File: src/shared/nra_pkg.sv
// Shared constants and types for the reset and configuration autoload block
package nra_pkg;

  // --------------------------------------------------------------
  // Timing
  // --------------------------------------------------------------
  localparam int CLK_PERIOD_NS = 50;
  localparam int EDGE_PULSE_NS = 1000;
  localparam logic [4:0] PULSE_CYCLES =
    5'((EDGE_PULSE_NS + CLK_PERIOD_NS - 1) / CLK_PERIOD_NS);
  localparam logic [1:0] STRAP_SETTLE = 2'h2;

  // --------------------------------------------------------------
  // Widths and reset values
  // --------------------------------------------------------------
  localparam int STRAP_W = 8;
  localparam logic [STRAP_W-1:0] STRAP_RESET = 8'h00;
  localparam logic [15:0] WORD_RESET = 16'h0000;

  // --------------------------------------------------------------
  // Autoload word locations, in load order
  // --------------------------------------------------------------
  localparam logic [7:0] EE_ADDR_DEVICE_ID = 8'h03;
  localparam logic [7:0] EE_ADDR_BUS_PARAM = 8'h08;
  localparam logic [7:0] EE_ADDR_NODE_ADDR0 = 8'h0A;
  localparam logic [7:0] EE_ADDR_SETUP_LO = 8'h12;
  localparam logic [7:0] EE_ADDR_SETUP_HI = 8'h13;
  localparam logic [2:0] LOAD_IDX_DEVICE_ID = 3'h0;
  localparam logic [2:0] LOAD_IDX_BUS_PARAM = 3'h1;
  localparam logic [2:0] LOAD_IDX_NODE_ADDR0 = 3'h2;
  localparam logic [2:0] LOAD_IDX_SETUP_LO = 3'h3;
  localparam logic [2:0] LOAD_IDX_SETUP_HI = 3'h4;

  // --------------------------------------------------------------
  // Types
  // --------------------------------------------------------------
  typedef struct packed {
    logic setup;
    logic heartbeat;
    logic config_space;
    logic master;
    logic target;
  } nra_sections_t;

  localparam nra_sections_t SECTIONS_NONE = 5'h00;

  typedef struct packed {
    logic [31:0] internal_setup_register;
    logic [15:0] node_address_word0;
    logic [15:0] bus_parameter_word;
    logic [15:0] device_identifier;
  } nra_autoload_t;

  typedef enum logic [0:0] {LD_REQ, LD_DONE} nra_load_state_t;

endpackage

File: src/logic/nra_pulse_gen.sv
// Retriggerable fixed-length reset pulse timed by a cycle counter
`timescale 1ns/100ps
module nra_pulse_gen (
  input wire logic clk,
  input wire logic rst,
  input wire logic trig,
  output logic pulse
);
  import nra_pkg::*;

  logic [4:0] cnt_reg;
  logic [4:0] cnt_next;
  logic pulse_reg;
  logic pulse_next;

  // --------------------------------------------------------------
  // Counter
  // --------------------------------------------------------------
  // counter sets pulse length
  always_comb
  begin
    cnt_next = cnt_reg;
    if (trig)
    begin
      cnt_next = PULSE_CYCLES;
    end
    else if (cnt_reg != 5'h00)
    begin
      cnt_next = cnt_reg - 5'h01;
    end
    // Pulse ends exactly when the count is spent, never before
    pulse_next = (cnt_next != 5'h00);
  end

  always_ff @(posedge clk or posedge rst)
  begin
    if (rst)
    begin
      cnt_reg <= 5'h00;
      pulse_reg <= 1'b0;
    end
    else
    begin
      cnt_reg <= cnt_next;
      pulse_reg <= pulse_next;
    end
  end

  assign pulse = pulse_reg;

  // --------------------------------------------------------------
  // Checks
  // --------------------------------------------------------------
  a_pulse_start: assert property (
    @(posedge clk) disable iff (rst)
    trig |=> pulse && cnt_reg == PULSE_CYCLES)
    else $error("pulse did not start with full count");

  a_pulse_end: assert property (
    @(posedge clk) disable iff (rst)
    (cnt_reg == 5'h01 && !trig) |=> !pulse && cnt_reg == 5'h00)
    else $error("pulse outlived its counter");

endmodule

File: src/logic/nra_reset_top.sv
`timescale 1ns/100ps
module nra_reset_top (
  input wire logic CLK,
  input wire logic RESET,
  input wire logic LOW_SUPPLY_RESET,
  input wire logic [nra_pkg::STRAP_W-1:0] STRAP_PINS,
  input wire logic BUS_RESET_N,
  input wire logic SEL_RESET_STROBE,
  input wire nra_pkg::nra_sections_t SEL_RESET_MASK,
  input wire logic EE_ACK,
  input wire logic [15:0] EE_DATA,
  output logic EE_REQ,
  output logic [7:0] EE_ADDR,
  output logic [nra_pkg::STRAP_W-1:0] STRAP_OPTIONS,
  output logic PAD_DISABLE,
  output nra_pkg::nra_sections_t SECTION_RESETS,
  output nra_pkg::nra_autoload_t LOADED,
  output logic LOAD_DONE
);
  import nra_pkg::*;

  function automatic logic [7:0] load_addr(input logic [2:0] idx);
    unique case (idx)
      LOAD_IDX_DEVICE_ID: load_addr = EE_ADDR_DEVICE_ID;
      LOAD_IDX_BUS_PARAM: load_addr = EE_ADDR_BUS_PARAM;
      LOAD_IDX_NODE_ADDR0: load_addr = EE_ADDR_NODE_ADDR0;
      LOAD_IDX_SETUP_LO: load_addr = EE_ADDR_SETUP_LO;
      default: load_addr = EE_ADDR_SETUP_HI;
    endcase
  endfunction

  // --------------------------------------------------------------
  // Core reset
  // --------------------------------------------------------------
  // low supply joins the core reset
  logic core_rst;
  assign core_rst = RESET | LOW_SUPPLY_RESET;

  // --------------------------------------------------------------
  // Input synchronisers and strap capture
  // --------------------------------------------------------------
  logic [STRAP_W-1:0] strap_sync1_reg;
  logic [STRAP_W-1:0] strap_sync2_reg;
  logic bus_sync1_reg;
  logic bus_sync2_reg;
  logic bus_prev_reg;
  logic [1:0] strap_cnt_reg;
  logic [1:0] strap_cnt_next;
  logic strap_done_reg;
  logic strap_done_next;
  logic [STRAP_W-1:0] strap_opt_reg;
  logic [STRAP_W-1:0] strap_opt_next;

  always_comb
  begin
    strap_cnt_next = strap_cnt_reg;
    strap_done_next = strap_done_reg;
    strap_opt_next = strap_opt_reg;
    // Wait for the synchroniser to fill before trusting the straps
    if (!strap_done_reg)
    begin
      if (strap_cnt_reg == STRAP_SETTLE)
      begin
        strap_opt_next = strap_sync2_reg;
        strap_done_next = 1'b1;
      end
      else
      begin
        strap_cnt_next = strap_cnt_reg + 2'h1;
      end
    end
  end

  always_ff @(posedge CLK or posedge core_rst)
  begin
    if (core_rst)
    begin
      strap_sync1_reg <= STRAP_RESET;
      strap_sync2_reg <= STRAP_RESET;
      bus_sync1_reg <= 1'b1;
      bus_sync2_reg <= 1'b1;
      bus_prev_reg <= 1'b1;
      strap_cnt_reg <= 2'h0;
      strap_done_reg <= 1'b0;
      strap_opt_reg <= STRAP_RESET;
    end
    else
    begin
      strap_sync1_reg <= STRAP_PINS;
      strap_sync2_reg <= strap_sync1_reg;
      bus_sync1_reg <= BUS_RESET_N;
      bus_sync2_reg <= bus_sync1_reg;
      bus_prev_reg <= bus_sync2_reg;
      strap_cnt_reg <= strap_cnt_next;
      strap_done_reg <= strap_done_next;
      strap_opt_reg <= strap_opt_next;
    end
  end

  // --------------------------------------------------------------
  // Edge pulses
  // --------------------------------------------------------------
  logic fall_trig;
  logic rise_trig;
  logic sel_trig;
  logic fall_edge_reset_pulse;
  logic rise_edge_reset_pulse;
  logic sel_pulse;

  assign fall_trig = bus_prev_reg & ~bus_sync2_reg;
  assign rise_trig = ~bus_prev_reg & bus_sync2_reg;
  // only a nonempty mask starts a pulse
  assign sel_trig = SEL_RESET_STROBE & (|SEL_RESET_MASK);

  nra_pulse_gen u_fall (
    .clk(CLK),
    .rst(core_rst),
    .trig(fall_trig),
    .pulse(fall_edge_reset_pulse)
  );

  nra_pulse_gen u_rise (
    .clk(CLK),
    .rst(core_rst),
    .trig(rise_trig),
    .pulse(rise_edge_reset_pulse)
  );

  nra_pulse_gen u_sel (
    .clk(CLK),
    .rst(core_rst),
    .trig(sel_trig),
    .pulse(sel_pulse)
  );

  // --------------------------------------------------------------
  // Section resets and pad disable
  // --------------------------------------------------------------
  nra_sections_t sel_mask_reg;
  nra_sections_t sel_mask_next;
  nra_sections_t sect_reg;
  nra_sections_t sect_next;
  nra_sections_t sel_active;
  logic pad_dis_reg;
  logic pad_dis_next;
  logic bus_any;

  always_comb
  begin
    sel_mask_next = sel_trig ? SEL_RESET_MASK : sel_mask_reg;
    sel_active = sel_pulse ? sel_mask_reg : SECTIONS_NONE;
    pad_dis_next = ~bus_sync2_reg;
    bus_any = fall_edge_reset_pulse | rise_edge_reset_pulse | pad_dis_reg;
    // bus reset limited to host-side sections
    sect_next.target = bus_any | sel_active.target;
    sect_next.master = bus_any | sel_active.master;
    sect_next.config_space = bus_any | sel_active.config_space;
    sect_next.heartbeat = rise_edge_reset_pulse | sel_active.heartbeat;
    sect_next.setup = sel_active.setup;
  end

  always_ff @(posedge CLK or posedge core_rst)
  begin
    if (core_rst)
    begin
      sel_mask_reg <= SECTIONS_NONE;
      sect_reg <= SECTIONS_NONE;
      pad_dis_reg <= 1'b0;
    end
    else
    begin
      sel_mask_reg <= sel_mask_next;
      sect_reg <= sect_next;
      pad_dis_reg <= pad_dis_next;
    end
  end

  // --------------------------------------------------------------
  // EEPROM autoload
  // --------------------------------------------------------------
  nra_load_state_t ld_state_reg;
  nra_load_state_t ld_state_next;
  logic [2:0] ld_idx_reg;
  logic [2:0] ld_idx_next;
  logic ld_pend_reg;
  logic ld_pend_next;
  nra_autoload_t loaded_reg;
  nra_autoload_t loaded_next;
  logic ee_req_reg;
  logic ee_req_next;
  logic [7:0] ee_addr_reg;
  logic [7:0] ee_addr_next;
  logic load_done_reg;
  logic load_done_next;

  always_comb
  begin
    ld_state_next = ld_state_reg;
    ld_idx_next = ld_idx_reg;
    loaded_next = loaded_reg;
    // A restart during a read waits so the EEPROM never sees a torn request
    ld_pend_next = ld_pend_reg | rise_trig | (sel_trig & SEL_RESET_MASK.setup);
    unique case (ld_state_reg)
      LD_REQ:
      begin
        if (EE_ACK && ee_req_reg)
        begin
          unique case (ld_idx_reg)
            LOAD_IDX_DEVICE_ID: loaded_next.device_identifier = EE_DATA;
            LOAD_IDX_BUS_PARAM: loaded_next.bus_parameter_word = EE_DATA;
            LOAD_IDX_NODE_ADDR0: loaded_next.node_address_word0 = EE_DATA;
            LOAD_IDX_SETUP_LO: loaded_next.internal_setup_register[15:0] = EE_DATA;
            default: loaded_next.internal_setup_register[31:16] = EE_DATA;
          endcase
          if (ld_idx_reg == LOAD_IDX_SETUP_HI)
          begin
            ld_state_next = LD_DONE;
          end
          else
          begin
            ld_idx_next = ld_idx_reg + 3'h1;
          end
        end
      end
      LD_DONE:
      begin
        if (ld_pend_reg)
        begin
          // A restart asked for in this very cycle wins over the clear
          ld_pend_next = rise_trig | (sel_trig & SEL_RESET_MASK.setup);
          ld_idx_next = LOAD_IDX_DEVICE_ID;
          ld_state_next = LD_REQ;
        end
      end
    endcase
    ee_req_next = (ld_state_next == LD_REQ);
    ee_addr_next = load_addr(ld_idx_next);
    load_done_next = (ld_state_next == LD_DONE);
  end

  always_ff @(posedge CLK or posedge core_rst)
  begin
    if (core_rst)
    begin
      ld_state_reg <= LD_REQ;
      ld_idx_reg <= LOAD_IDX_DEVICE_ID;
      ld_pend_reg <= 1'b0;
      loaded_reg <= '0;
      ee_req_reg <= 1'b0;
      ee_addr_reg <= EE_ADDR_DEVICE_ID;
      load_done_reg <= 1'b0;
    end
    else
    begin
      ld_state_reg <= ld_state_next;
      ld_idx_reg <= ld_idx_next;
      ld_pend_reg <= ld_pend_next;
      loaded_reg <= loaded_next;
      ee_req_reg <= ee_req_next;
      ee_addr_reg <= ee_addr_next;
      load_done_reg <= load_done_next;
    end
  end

  assign EE_REQ = ee_req_reg;
  assign EE_ADDR = ee_addr_reg;
  assign STRAP_OPTIONS = strap_opt_reg;
  assign PAD_DISABLE = pad_dis_reg;
  assign SECTION_RESETS = sect_reg;
  assign LOADED = loaded_reg;
  assign LOAD_DONE = load_done_reg;

  // --------------------------------------------------------------
  // Checks
  // --------------------------------------------------------------
  a_strap_capture: assert property (
    @(posedge CLK) disable iff (core_rst)
    $rose(strap_done_reg) |-> STRAP_OPTIONS == $past(strap_sync2_reg) ##1 $stable(STRAP_OPTIONS))
    else $error("strap options not captured once");

  a_supply_hold: assert property (
    @(posedge CLK) disable iff (RESET)
    LOW_SUPPLY_RESET |-> !strap_done_reg && ld_state_reg == LD_REQ && sect_reg == SECTIONS_NONE)
    else $error("state moved under low supply");

  a_bus_scope: assert property (
    @(posedge CLK) disable iff (core_rst)
    pad_dis_reg && !sel_pulse |=> SECTION_RESETS.target && SECTION_RESETS.config_space
      && !SECTION_RESETS.setup && $stable(STRAP_OPTIONS))
    else $error("bus reset reached the wrong sections");

  a_fall_pulse: assert property (
    @(posedge CLK) disable iff (core_rst)
    fall_trig |=> fall_edge_reset_pulse ##1 SECTION_RESETS.master)
    else $error("falling edge pulse missing");

  a_rise_pulse: assert property (
    @(posedge CLK) disable iff (core_rst)
    rise_trig |=> rise_edge_reset_pulse[*8])
    else $error("rising edge pulse too short");

  a_heartbeat_restart: assert property (
    @(posedge CLK) disable iff (core_rst)
    rise_trig |-> ##2 SECTION_RESETS.heartbeat)
    else $error("heartbeat not restarted");

  a_pad_disable: assert property (
    @(posedge CLK) disable iff (core_rst)
    !bus_sync2_reg |=> PAD_DISABLE ##1 SECTION_RESETS.target)
    else $error("pads not disabled in bus reset");

  a_sel_mask: assert property (
    @(posedge CLK) disable iff (core_rst)
    sel_trig && SEL_RESET_MASK.setup |-> ##2 SECTION_RESETS.setup)
    else $error("selected section not reset");

  a_device_id_load: assert property (
    @(posedge CLK) disable iff (core_rst)
    EE_REQ && EE_ACK && ld_idx_reg == LOAD_IDX_DEVICE_ID
      |-> EE_ADDR == EE_ADDR_DEVICE_ID ##1 LOADED.device_identifier == $past(EE_DATA))
    else $error("device identifier not loaded from word 03");

  a_setup_high: assert property (
    @(posedge CLK) disable iff (core_rst)
    EE_REQ && EE_ACK && ld_idx_reg == LOAD_IDX_SETUP_HI
      |=> LOADED.internal_setup_register[31:16] == $past(EE_DATA) && LOAD_DONE)
    else $error("setup high half not loaded");

endmodule

File: config.mk
export PLATFORM = sky130hd
export DESIGN_NAME = nra_reset_top
export DESIGN_NICKNAME = d
export VERILOG_FILES = /design/src/shared/nra_pkg.sv /design/src/logic/nra_pulse_gen.sv /design/src/logic/nra_reset_top.sv
export SDC_FILE = /design/constraint.sdc
export NUM_CORES = 1
export LEC_CHECK = 0
export BUFFER_PORTS_ARGS = -buffer_cell sky130_fd_sc_hd__buf_4
export CORE_AREA = 2 2 97 146
export DETAILED_ROUTE_END_ITERATION = 7
export DIE_AREA = 0 0 99 148
export PLACE_DENSITY = 0.7
export SKIP_CTS_REPAIR_TIMING = 1
export SYNTH_ARGS = -nofsm -noshare
export SYNTH_HDL_FRONTEND = slang
export SYNTH_SLANG_ARGS = --single-unit
export TNS_END_PERCENT = 30
File: constraint.sdc
create_clock -name CLK -period 13 [get_ports CLK]
set_input_delay 2.6 -clock CLK [delete_from_list [all_inputs] [get_ports CLK]]
set_output_delay 2.6 -clock CLK [all_outputs]
set_load 0.01 [all_outputs]
**Word level (Yosys, flattened, before mapping)**

Index checks and enable logic that the tools add are counted.

- Register bits after elaboration: 153
- Input bits: 35

- Eq/ne operators: 8
- Bitwise logic cells: 21
- Mux-type cells: 20
- Reductions and logical operators: 18
- Add/subtract/negate cells: 5

Operator list:

| cell | count |
|---|---|
| $mux 5 | 7 |
| $reduce_bool 5->1 | 6 |
| $pmux 5 s4 | 1 |
| $reduce_and 3->1 | 5 |
| $sub 5x1->5 const B | 3 |
| $eq 3x2->1 const B | 4 |
| $or 1x1->1 | 10 |
| $mux 3 | 3 |
| $mux 1 | 7 |
| $not 1->1 | 7 |
| $eq 3x1->1 const B | 2 |
| $logic_not 3->1 | 2 |
| $pmux 3 s2 | 1 |
| $reduce_or 5->1 | 1 |
| $and 1x1->1 | 4 |
| $reduce_and 2->1 | 2 |
| $reduce_or 4->1 | 1 |
| $add 3x1->3 const B | 1 |
| $eq 3x3->1 const B | 1 |
| $add 2x1->2 const B | 1 |
| $eq 2x2->1 const B | 1 |
| $pmux 1 s2 | 1 |
| $logic_and 1x1->1 | 1 |

**Longest topological paths before layout**

Gate-level depths: netlist of run 1.

- Depth after elaboration: 6
- Depth in mapped cells: 7

**Hierarchy**

From an unflattened synthesis of run 1, not the netlist that was laid out.

- Cell total of the unflattened synthesis: 401
- Area, all modules: 5871.9 µm²

Modules (own cells, without submodules):

| module | seq. area each (µm²) | times used | area an instance (µm²) | cells each |
|---|---|---|---|---|
| nra_reset_top | 3284.4 | 1 | 4892.2 | 314 |
| nra_pulse_gen | 150.1 | 3 | 326.6 | 29 |

**Least setup slack after synthesis of run 1**

Ideal clock, no wire load.

- Path kind: input -> register
- Start point: input EE_ACK
- End point: register loaded_reg (netlist bit LOADED[64])
- Required time: 12.875 ns
- Path slack: 9.251 ns
- Stages: 5
- Arrival: 3.624 ns
- Setup time: 0.125 ns
- Cells stage by stage: nand3b_1 nor2_1 o21ai_1 buf_4 mux2_2

- Longest elaborated chain between the ends: 2

RTL lines:

| what | RTL line | source |
|---|---|---|
| start, declared | nra_reset_top.sv:10 | `input wire logic EE_ACK,` |
| $logic_and 1x1->1 | nra_reset_top.sv:206 | `if (EE_ACK && ee_req_reg)` |
| $reduce_and 3->1 (no line) | - |  |
| end signal, assigned | nra_reset_top.sv:258 | `loaded_reg <= loaded_next;` |
| end, declared | nra_reset_top.sv:187 | `nra_autoload_t loaded_reg;` |

Every way passes these cells.
A chain may end at the register's enable or synchronous reset.

==> results of run 1 <==
per-stage QoR:
step	utilization [%]	hold slack (ps)	power, W	cells	instance area [um^2]
4_1_cts	56.1	349	0.00187	726	7490
3_5_place_dp	51.9	341	0.00140	694	6920
2_1_floorplan	-	331	0.00109	410	5760
5_1_grt	56.1	349	0.00195	726	7490
6_report	56.1	349	0.00185	726	7490
3_3_place_gp	51.9	334	0.00137	694	6920
final cells by class:
| type | instances | area, um^2 |
|---|---|---|
| clock buffers | 20 | 437 |
| clock inverters | 12 | 131 |
| fillers | 1115 | 5850 |
| inverters | 19 | 71.3 |
| multi-input cells | 228 | 1890 |
| flip-flops and latches | 149 | 3730 |
| well taps | 162 | 203 |
| repair buffers | 136 | 1020 |
cells in the mapped netlist (2+ instances only):
cell type  instances
nand2b_1           3
dfrtp_1          144
and2_1             2
o21ai_0           11
or3_1              3
nor4b_1            2
mux2_2            88
inv_1             19
or4b_4             2
ha_1               9
or4_1              3
xnor2_1            7
buf_2              5
nor3_1            10
nand2_2            3
nor2_1            13
a211oi_1           3
clkbuf_1           4
nor2_2             3
o311ai_0           3
buf_4              5
nand4_1            2
nor2b_1            4
dfstp_2            5
nand2_1           30
routing by layer:
layer / global-route usage, % / share of wire (%) / vias to the layer above
li1: - / - / 1700
met1: 20.5 / 41 / 1887
met2: 28.6 / 53 / 110
met3: 3.92 / 5.0 / 11
met4: 5.55 / 0.98 / 0
met5: 0 / 0 / -
worst max-delay path, cell delays in order:
cell	delay, ps
buf_4	120
nor2_4	80
buf_4	600
buf_4	930
where the power goes:
| part | internal [W] | switching (W) |
|---|---|---|
| Combinational | 0.000358 | 0.000281 |
| Clock | 0.000282 | 0.000179 |
| Sequential | 0.000633 | 0.000113 |
path summary, 6_finish.rpt:
check                           slack, ps  cells past startpoint                 end
worst max-delay path                 8980                      4          LOADED[10]
worst min-delay path                  350                      0  strap_sync2_reg[7]
worst max register to register      10590                      4          LOADED[54]
worst min register to register        350                      0  strap_sync2_reg[7]
max in group CLK                     9180                      3          LOADED[54]
min in group asynchronous            2450                      3     sel_mask_reg[4]
logic make-up after synthesis:
group	count (synthesis)	synth area share [%]
DFF	149	64.9
other	1	0.0652
xor gates and xnor gates	7	1.07
adders and majority gates	9	1.96
and+or+nand+nor	85	7.74
AOI/OAI and AO/OA	34	4.24
buffers and inverters	33	2.59
muxes	89	17.4
cell usage in the layout (no fill, tap or decap), types with 2 or more instances in the layout:
cell type and instances:
o21ai_2 2, nand2b_1 3, mux2_2 88, and2_1 2, clkinv_4 2, nor2b_1 4, or4b_4 2, nor3_1 10
dfrtp_1 144, clkinvlp_4 4, nor2_1 12, o21ai_0 11, o311ai_0 3, a211oi_1 3, nor4b_1 2, nor2_2 3
bufinv_16 2, nand2_2 3, clkbuf_1 3, buf_4 136, clkbuf_16 17, or3_1 3, nand2_1 30, ha_1 9
nand4_1 2, dfstp_2 5, xnor2_1 7, clkinv_2 3, conb_1 4, or4_1 3, inv_1 19
==> flow_summary.yaml, run 1 <==
clock_network:
  cts_buffers: 17
  clock_sinks: 149
  insertion_delay_ps: 410
  path_clk_slew_ps: 60
  cts_root_buf: "clkbuf_16"
  clock_path_buffers: 2
  htree_levels: 4
  cts_tree: "built"
floorplan:
  pin_count: 139
  start_util_pct: 43.1
  die_area_um2: 14700
  core_um2: 13300
  rows: 52
  die_x_um: 99
  die-height_um: 148
yosys:
  synth.distinct_cells: 49
  syn_inst: 407
  yosysWarnings: 0
  netlist_area_um2: 5750
  yosysSeqAreaShare_pct: 64.9
  synthFlopType: "dfrtp_1"
  ys_top_cells_by_area: "dfrtp_1 (63%), mux2_2 (17%), dfstp_2 (2.3%)"
  synth_largest_area_cell: "dfrtp_1"
  synth_top_area_share_pct: 62.6
  ys_ff_latch: 149
  syn_area_per_cell_um2: 14.1
  synth_edf_count: 0
  synthArstFlopShare_pct: 100
critical_path:
  cp-end-kind: "async pin"
  r2r_start: "ld_idx_reg[0]"
  crit_type: "in2async"
  cp.arrival_ps: 4400
  crit_start: "LOW_SUPPLY_RESET"
  required_ps: 13370
  cp_max_fo: 87
  startpoint_type: "input port"
global_routing:
  grt_overflow_total: 0
  grt_pass1_vias: 3824
  grt_max_degree: 88
  track_usage_pct: 16.6
  antenna_found_initial: 0
  grt_pass1_wl_um: 19300
finish:
  drive_above_1_share_pct: 48.2
  largest_reg_flops: 80
  fin_nets: 595
  syn_to_final_growth_pct: 30.2
  diodes: 0
timing:
  fin_skew_ps: 8.04
  fmax_mhz: 248
  fin_tns_setup_ps: 0
  max_slew_margin_pct: 30.2
  rsz0062_at_grt: "false"
  period_share_pct: 31.0
  worst_slack_ps: 8980
  setup_viol: 0
  slew_viol_final: 0
  worstMarginPinSlew_ps: 1050
  period_needed_ps: 4020
  hold_violations: 0
drt:
  post_drt_wl_per_cell_um: 16.3
  drc: 0
  drt_first_pass_iters: 4
  drt-total-wl_um: 11800
  drt_iter0_drc: 103
  viasPerCell: 5.11
  dr_total_vias: 3708
  ant_nets: 0
power:
  peakVddDrop_mv: 0.0831
  power_leakage_nw: 3.53
  p_per_area_nw_per_um2: 247
status:
  status: "completed"
min_path:
  hold_class: "reg2reg"
  hold_start: "strap_sync1_reg[7]"
placed_design:
  dp_hpwl_um: 8640
  io_buffers: 134
  gp_congestion: 0.750
  dp_slack_ps: 8430
job:
  maxCapViolCount: 0
(Power assumes the default switching activity.)
==> run 2: changes to the inputs <==
--- a/config.mk
+++ b/config.mk
@@ -9,7 +9,7 @@
 export CORE_AREA = 2 2 97 146
 export DETAILED_ROUTE_END_ITERATION = 7
 export DIE_AREA = 0 0 99 148
-export PLACE_DENSITY = 0.7
+export PLACE_DENSITY = 0.73
 export SKIP_CTS_REPAIR_TIMING = 1
 export SYNTH_ARGS = -nofsm -noshare
 export SYNTH_HDL_FRONTEND = slang
==> constraint.sdc (replaced) <==
create_clock -name CLK -period 3.3 [get_ports CLK]
set_input_delay 0.66 -clock CLK [delete_from_list [all_inputs] [get_ports CLK]]
set_output_delay 0.66 -clock CLK [all_outputs]
set_load 0.01 [all_outputs]
==> run 2 against run 1 <==
Power rose to 4.1 times the previous value. Die area unchanged. Setup slack got worse by 8000 ps. Critical endpoint is now LOADED[63]. Largest power group unchanged. Clock power grew to 4.4 times the previous value. Largest cell class unchanged.
==> flow_summary.yaml, run 2 (same netlist as run 1, synthesis figures left out) <==
status:
  status: "completed"
timing:
  period_needed_ps: 2310
  period_share_pct: 69.9
  worstMarginPinSlew_ps: 934
  slew_viol_final: 0
  max_slew_margin_pct: 37.5
  fin_skew_ps: 7.17
  rsz0062_at_grt: "false"
  fmax_mhz: 434
  setup_viol: 0
  hold_violations: 0
clock_network:
  cts_buffers: 17
  insertion_delay_ps: 410
  cts_tree: "built"
  clock_path_buffers: 2
  clock_sinks: 149
  path_clk_slew_ps: 60
  htree_levels: 4
  cts_root_buf: "clkbuf_16"
floorplan:
  die_area_um2: 14700
  core_um2: 13300
  die-height_um: 148
  rows: 52
  start_util_pct: 43.1
  die_x_um: 99
  pin_count: 139
critical_path:
  crit_start: "ld_idx_reg[0]"
  required_ps: 3590
  crit_type: "reg2reg"
  crit_chain: "ha_1, ha_1, nand4_1, mux2_2"
  cp_max_fo: 16
  cp_slowest_stage_delay_ps: 740
  cp-end-kind: "flip-flop"
  startpoint_type: "flip-flop"
  slowest_stage: "nand4_1"
  crit_buf_inv: 0
  path_common_cell: "ha_1"
  cp.arrival_ps: 2600
  critPathTopFamily: "simple AND/OR/NAND/NOR gates"
  r2r_start: "ld_idx_reg[0]"
global_routing:
  grt_overflow_total: 0
  track_usage_pct: 17.6
  grt_pass1_vias: 3871
  antenna_found_initial: 0
  grt_max_degree: 62
  grt_pass1_wl_um: 20000
placed_design:
  io_buffers: 134
  placed_cells: 695
  place_area_um2: 6950
  dp_hpwl_um: 9020
  gp_congestion: 0.806
finish:
  stdcell_area_um2: 7590
  drive_above_1_share_pct: 48.8
  instances_no_fill: 727
  fill_cells: 1068
  syn_to_final_growth_pct: 32.0
  largest_reg_flops: 80
  final_cell_mix: "dfrtp_1 (144), buf_4 (135), mux2_2 (88)"
  layout_commonest_cell: "dfrtp_1"
  fin_nets: 596
  diodes: 0
power:
  p_int_w: 0.00521
  peakVddDrop_mv: 0.395
  pwr-share-comb_pct: 34.4
  p_per_area_nw_per_um2: 991
  power_leakage_nw: 3.58
  p_clk_share_pct: 27.1
  p_switching_w: 0.00232
  p_seq_share_pct: 38.5
  swShare_pct: 30.8
drt:
  drt_iter0_drc: 162
  drc: 0
  drt_first_pass_iters: 4
  dr_total_vias: 3700
  drt-total-wl_um: 12300
  post_drt_wl_per_cell_um: 16.9
  ant_nets: 0
  viasPerCell: 5.09
job:
  maxCapViolCount: 0
min_path:
  hold_class: "in2async"
## run 2: changes by cell type in the layout (fill, tap and decap cells not counted), sizes merged
cell      previous run  this run
buf                136       137
clkinv               5         7
bufinv               2         4
clkinvlp             4         1
inv                 20        21
clkbuf              20        18
## run 2: cell type report
type / count / area (um^2) / area share, %
Multi-Input combinational cell: 228 / 1890 / 24.9
Clock inverter: 14 / 201 / 2.65
Tap cell: 162 / 203 / 2.67
Clock buffer: 18 / 439 / 5.78
Sequential cell: 149 / 3730 / 49.2
Inverter: 19 / 71.3 / 0.939
Timing Repair Buffer: 137 / 1050 / 13.9
## run 2: worst register-to-register path, cell delays in order, from the launching register on
cell,delay (ps)
dfrtp_1,480
ha_1,210
ha_1,170
nand4_1,740
mux2_2,590
## run 2: final timing paths
kind / end / slack (ps) / depth (start not counted)
max in group asynchronous: LOADED[51] / 2360 / 3
min in group CLK: strap_sync2_reg[4] / 340 / 0
setup / recovery: LOADED[63] / 990 / 4
hold / removal: strap_sync1_reg[3] / 210 / 2
setup reg to reg: LOADED[63] / 990 / 4
hold reg to reg: strap_sync2_reg[4] / 340 / 0
## run 2: metrics by stage
stage / TNS, ps / hold WS, ps / worst slack [ps] / power (W) / util (%)
6_report: 0 / 206 / 995 / 0.00752 / 56.9
5_1_grt: 0 / 197 / 830 / 0.00795 / 56.9
4_1_cts: 0 / 201 / 963 / 0.00761 / 56.9
3_5_place_dp: 0 / 335 / 985 / 0.00554 / 52.1
3_3_place_gp: 0 / 333 / 1090 / 0.00540 / 52.1
2_1_floorplan: -36670 / 331 / -255 / 0.00428 / -
## run 2: power by group through the flow
stage / Combinational [W] / Clock (W) / Sequential [W]
CTS: 0.00262 / 0.00209 / 0.00290
floorplan: 0.00118 / 0 / 0.00311
finish: 0.00259 / 0.00204 / 0.00289
global route: 0.00280 / 0.00217 / 0.00298
global placement: 0.00251 / 0 / 0.00289
detailed placement: 0.00262 / 0 / 0.00293
## run 2: metal layers
| metal | vias to the layer above | share of wire [%] | track usage (%) |
|---|---|---|---|
| li1 | 1703 | - | - |
| met1 | 1874 | 39 | 20.9 |
| met2 | 113 | 55 | 30.7 |
| met3 | 10 | 5.2 | 4.96 |
| met4 | 0 | 1.1 | 5.27 |
| met5 | - | 0 | 0 |
==> run 3: changes to the inputs <==
--- a/config.mk
+++ b/config.mk
@@ -5,11 +5,12 @@
 export SDC_FILE = /design/constraint.sdc
 export NUM_CORES = 1
 export LEC_CHECK = 0
+export ABC_AREA = 1
 export BUFFER_PORTS_ARGS = -buffer_cell sky130_fd_sc_hd__buf_4
 export CORE_AREA = 2 2 97 146
 export DETAILED_ROUTE_END_ITERATION = 7
 export DIE_AREA = 0 0 99 148
-export PLACE_DENSITY = 0.73
+export PLACE_DENSITY = 0.7
 export SKIP_CTS_REPAIR_TIMING = 1
 export SYNTH_ARGS = -nofsm -noshare
 export SYNTH_HDL_FRONTEND = slang
==> constraint.sdc (replaced) <==
create_clock -name CLK -period 2.3 [get_ports CLK]
set_input_delay 0.46 -clock CLK [delete_from_list [all_inputs] [get_ports CLK]]
set_output_delay 0.46 -clock CLK [all_outputs]
set_load 0.01 [all_outputs]
==> run 3 against run 2 <==
Setup slack got worse by 520 ps. Combinational power rose by 27%. Maximum frequency grew 27%. First-iteration DRC count shrank 12%. Sequential share of layout area grew 0.88 points. Synthesized cell count increased by 36%. Flip-flop and latch count did not move. Routed wire length is 5.2% higher. Power increased by 34%. Area after synthesis up 0.24%. Count of clock-buffer cells in the layout shrank 1. Clock skew grew 2.0 ps. Largest cell class unchanged.
==> flow_summary.yaml, run 3 <==
floorplan:
  die-height_um: 148
  rows: 52
  pin_count: 139
  start_util_pct: 43.2
  die_x_um: 99
  die_area_um2: 14700
  core_um2: 13300
critical_path:
  r2r_start: "ld_idx_reg[0]"
  crit_cells: 6
  cp-end-kind: "flip-flop"
  critPathTopFamily: "simple AND/OR/NAND/NOR gates"
  startpoint_type: "flip-flop"
  cp_max_fo: 32
  cp_slowest_stage_delay_ps: 420
  required_ps: 2590
  rr_endpoint: "LOADED[78]"
  rr_worst_depth: 6
  slowest_stage: "dfrtp_1"
  worstSetupEndpoint: "LOADED[78]"
  cp.arrival_ps: 2120
  crit_type: "reg2reg"
  crit_start: "ld_idx_reg[0]"
  path_common_cell: "ha_1"
  crit_buf_inv: 0
  ff2ff_setup_slack_ps: 480
  crit_chain: "ha_1, ha_1, nor2_1, nand3_4, nand2_1, o21ai_2"
drt:
  dr_total_vias: 4121
  drc: 0
  ant_nets: 0
  viasPerCell: 4.75
  post_drt_wl_per_cell_um: 14.9
  drt_first_pass_iters: 6
  drt_iter0_drc: 143
  drt-total-wl_um: 12900
global_routing:
  grt_pass1_vias: 4295
  grt_max_degree: 99
  grt_pass1_wl_um: 21400
  track_usage_pct: 18.9
  grt_overflow_total: 0
  antenna_found_initial: 0
yosys:
  syn_area_per_cell_um2: 10.4
  synthArstFlopShare_pct: 100
  netlist_area_um2: 5770
  yosys-top-cells-count: "nand2_1 (152), dfrtp_1 (144), inv_1 (61), o21ai_0 (48), o21ai_1 (24)"
  synth.distinct_cells: 27
  yosysWarnings: 0
  synth_largest_area_cell: "dfrtp_1"
  synth_edf_count: 0
  ys_top_cells_by_area: "dfrtp_1 (63%), nand2_1 (9.9%), o21ai_0 (4.2%)"
  synthFlopType: "dfrtp_1"
  syn_inst: 554
  yosysMostFrequentCell: "nand2_1"
  synth_top_area_share_pct: 62.5
  ys_ff_latch: 149
  yosysSeqAreaShare_pct: 64.8
finish:
  layout_commonest_cell: "nand2_1"
  fill_cells: 1165
  fin_nets: 736
  diodes: 0
  largest_reg_flops: 80
  final_cell_mix: "nand2_1 (152), dfrtp_1 (144), buf_4 (134)"
  drive_above_1_share_pct: 29.8
  syn_to_final_growth_pct: 29.4
placed_design:
  io_buffers: 134
  dp_hpwl_um: 9370
  gp_congestion: 0.757
clock_network:
  htree_levels: 4
  insertion_delay_ps: 420
  clock_sinks: 149
  cts_root_buf: "clkbuf_16"
  clock_path_buffers: 2
  path_clk_slew_ps: 70
  cts_buffers: 17
  cts_tree: "built"
power:
  p_total_w: 0.0100
  power_leakage_nw: 3.97
  p_per_area_nw_per_um2: 1350
  peakVddDrop_mv: 0.670
timing:
  period_share_pct: 79.2
  fin_tns_setup_ps: 0
  setup_viol: 0
  rsz0062_at_grt: "false"
  fin_skew_ps: 9.19
  max_slew_margin_pct: 65.3
  period_needed_ps: 1820
  hold_violations: 0
  worstMarginPinSlew_ps: 521
  slew_viol_final: 0
  fmax_mhz: 549
min_path:
  hold_depth: 1
  hold_class: "in2reg"
job:
  maxCapViolCount: 0
status:
  status: "completed"
[run 3: changes by cell type after synthesis, moves of 15 or more]
cell     delta
inv_1      +42
mux2_2     -80
nand2_1   +122
nand3_1    +19
o21ai_0    +37
o21ai_1    +23
o21ai_2    +15
[run 3: through the flow]
step | setup slack [ps] | instance area [um^2] | utilization, % | hold WS, ps | cells
2_1_floorplan | -1050 | 5780 | - | 331 | 557
3_3_place_gp | 536 | 6880 | 51.6 | 332 | 835
3_5_place_dp | 471 | 6880 | 51.6 | 338 | 835
4_1_cts | 461 | 7460 | 55.9 | 124 | 867
5_1_grt | 358 | 7460 | 55.9 | 120 | 867
6_report | 478 | 7460 | 55.9 | 142 | 867
[run 3: cells by family (layout without fill, tap and decap cells)]
kind of cell | count (synthesis) | in the layout | synth area share [%]
other | 1 | 4 | 0.0650
buffers and inverters | 84 | 232 | 6.88
flip-flops | 149 | 149 | 64.8
XOR/XNOR | 3 | 3 | 0.456
AND/OR/NAND/NOR | 208 | 208 | 15.1
AO/OA/AOI/OAI | 92 | 92 | 9.20
adder cells (fa/ha/maj) | 9 | 9 | 1.95
multiplexers | 8 | 8 | 1.56
[run 3: area by class of cell]
type | count | area [um^2] | area share (%)
flip-flops and latches | 149 | 3730 | 50.1
multi-input cells | 324 | 1650 | 22.2
repair buffers | 136 | 1050 | 14.0
clock buffers | 17 | 425 | 5.70
inverters | 64 | 243 | 3.25
well taps | 162 | 203 | 2.72
clock inverters | 15 | 155 | 2.08
[run 3: worst min path at each step]
| stage | start | to |
|---|---|---|
| finish | STRAP_PINS[7] | strap_sync1_reg[7] |
| global route | STRAP_PINS[7] | strap_sync1_reg[7] |
| CTS | STRAP_PINS[7] | strap_sync1_reg[7] |
| detailed placement | strap_sync1_reg[0] | strap_sync2_reg[0] |
| global placement | strap_sync1_reg[4] | strap_sync2_reg[4] |
| floorplan | strap_sync1_reg[0] | strap_sync2_reg[0] |
[run 3: report_power, final]
group / internal (W) / total, W / switching, W
combinational: 0.00149 / 0.00330 / 0.00181
sequential: 0.00349 / 0.00402 / 0.000536
clock: 0.00154 / 0.00272 / 0.00118
total: 0.00651 / 0.0100 / 0.00353
[run 3: routing by layer]
metal  global-route usage, %  wire length, um  up-vias  share of wire, %
met5                       0                0        -                 0
met4                    6.85              235        0               1.8
met3                    4.40              460       19               3.6
met2                    34.4             7200       88                56
met1                    21.2             5050     2000                39
li1                        -                -     2014                 -
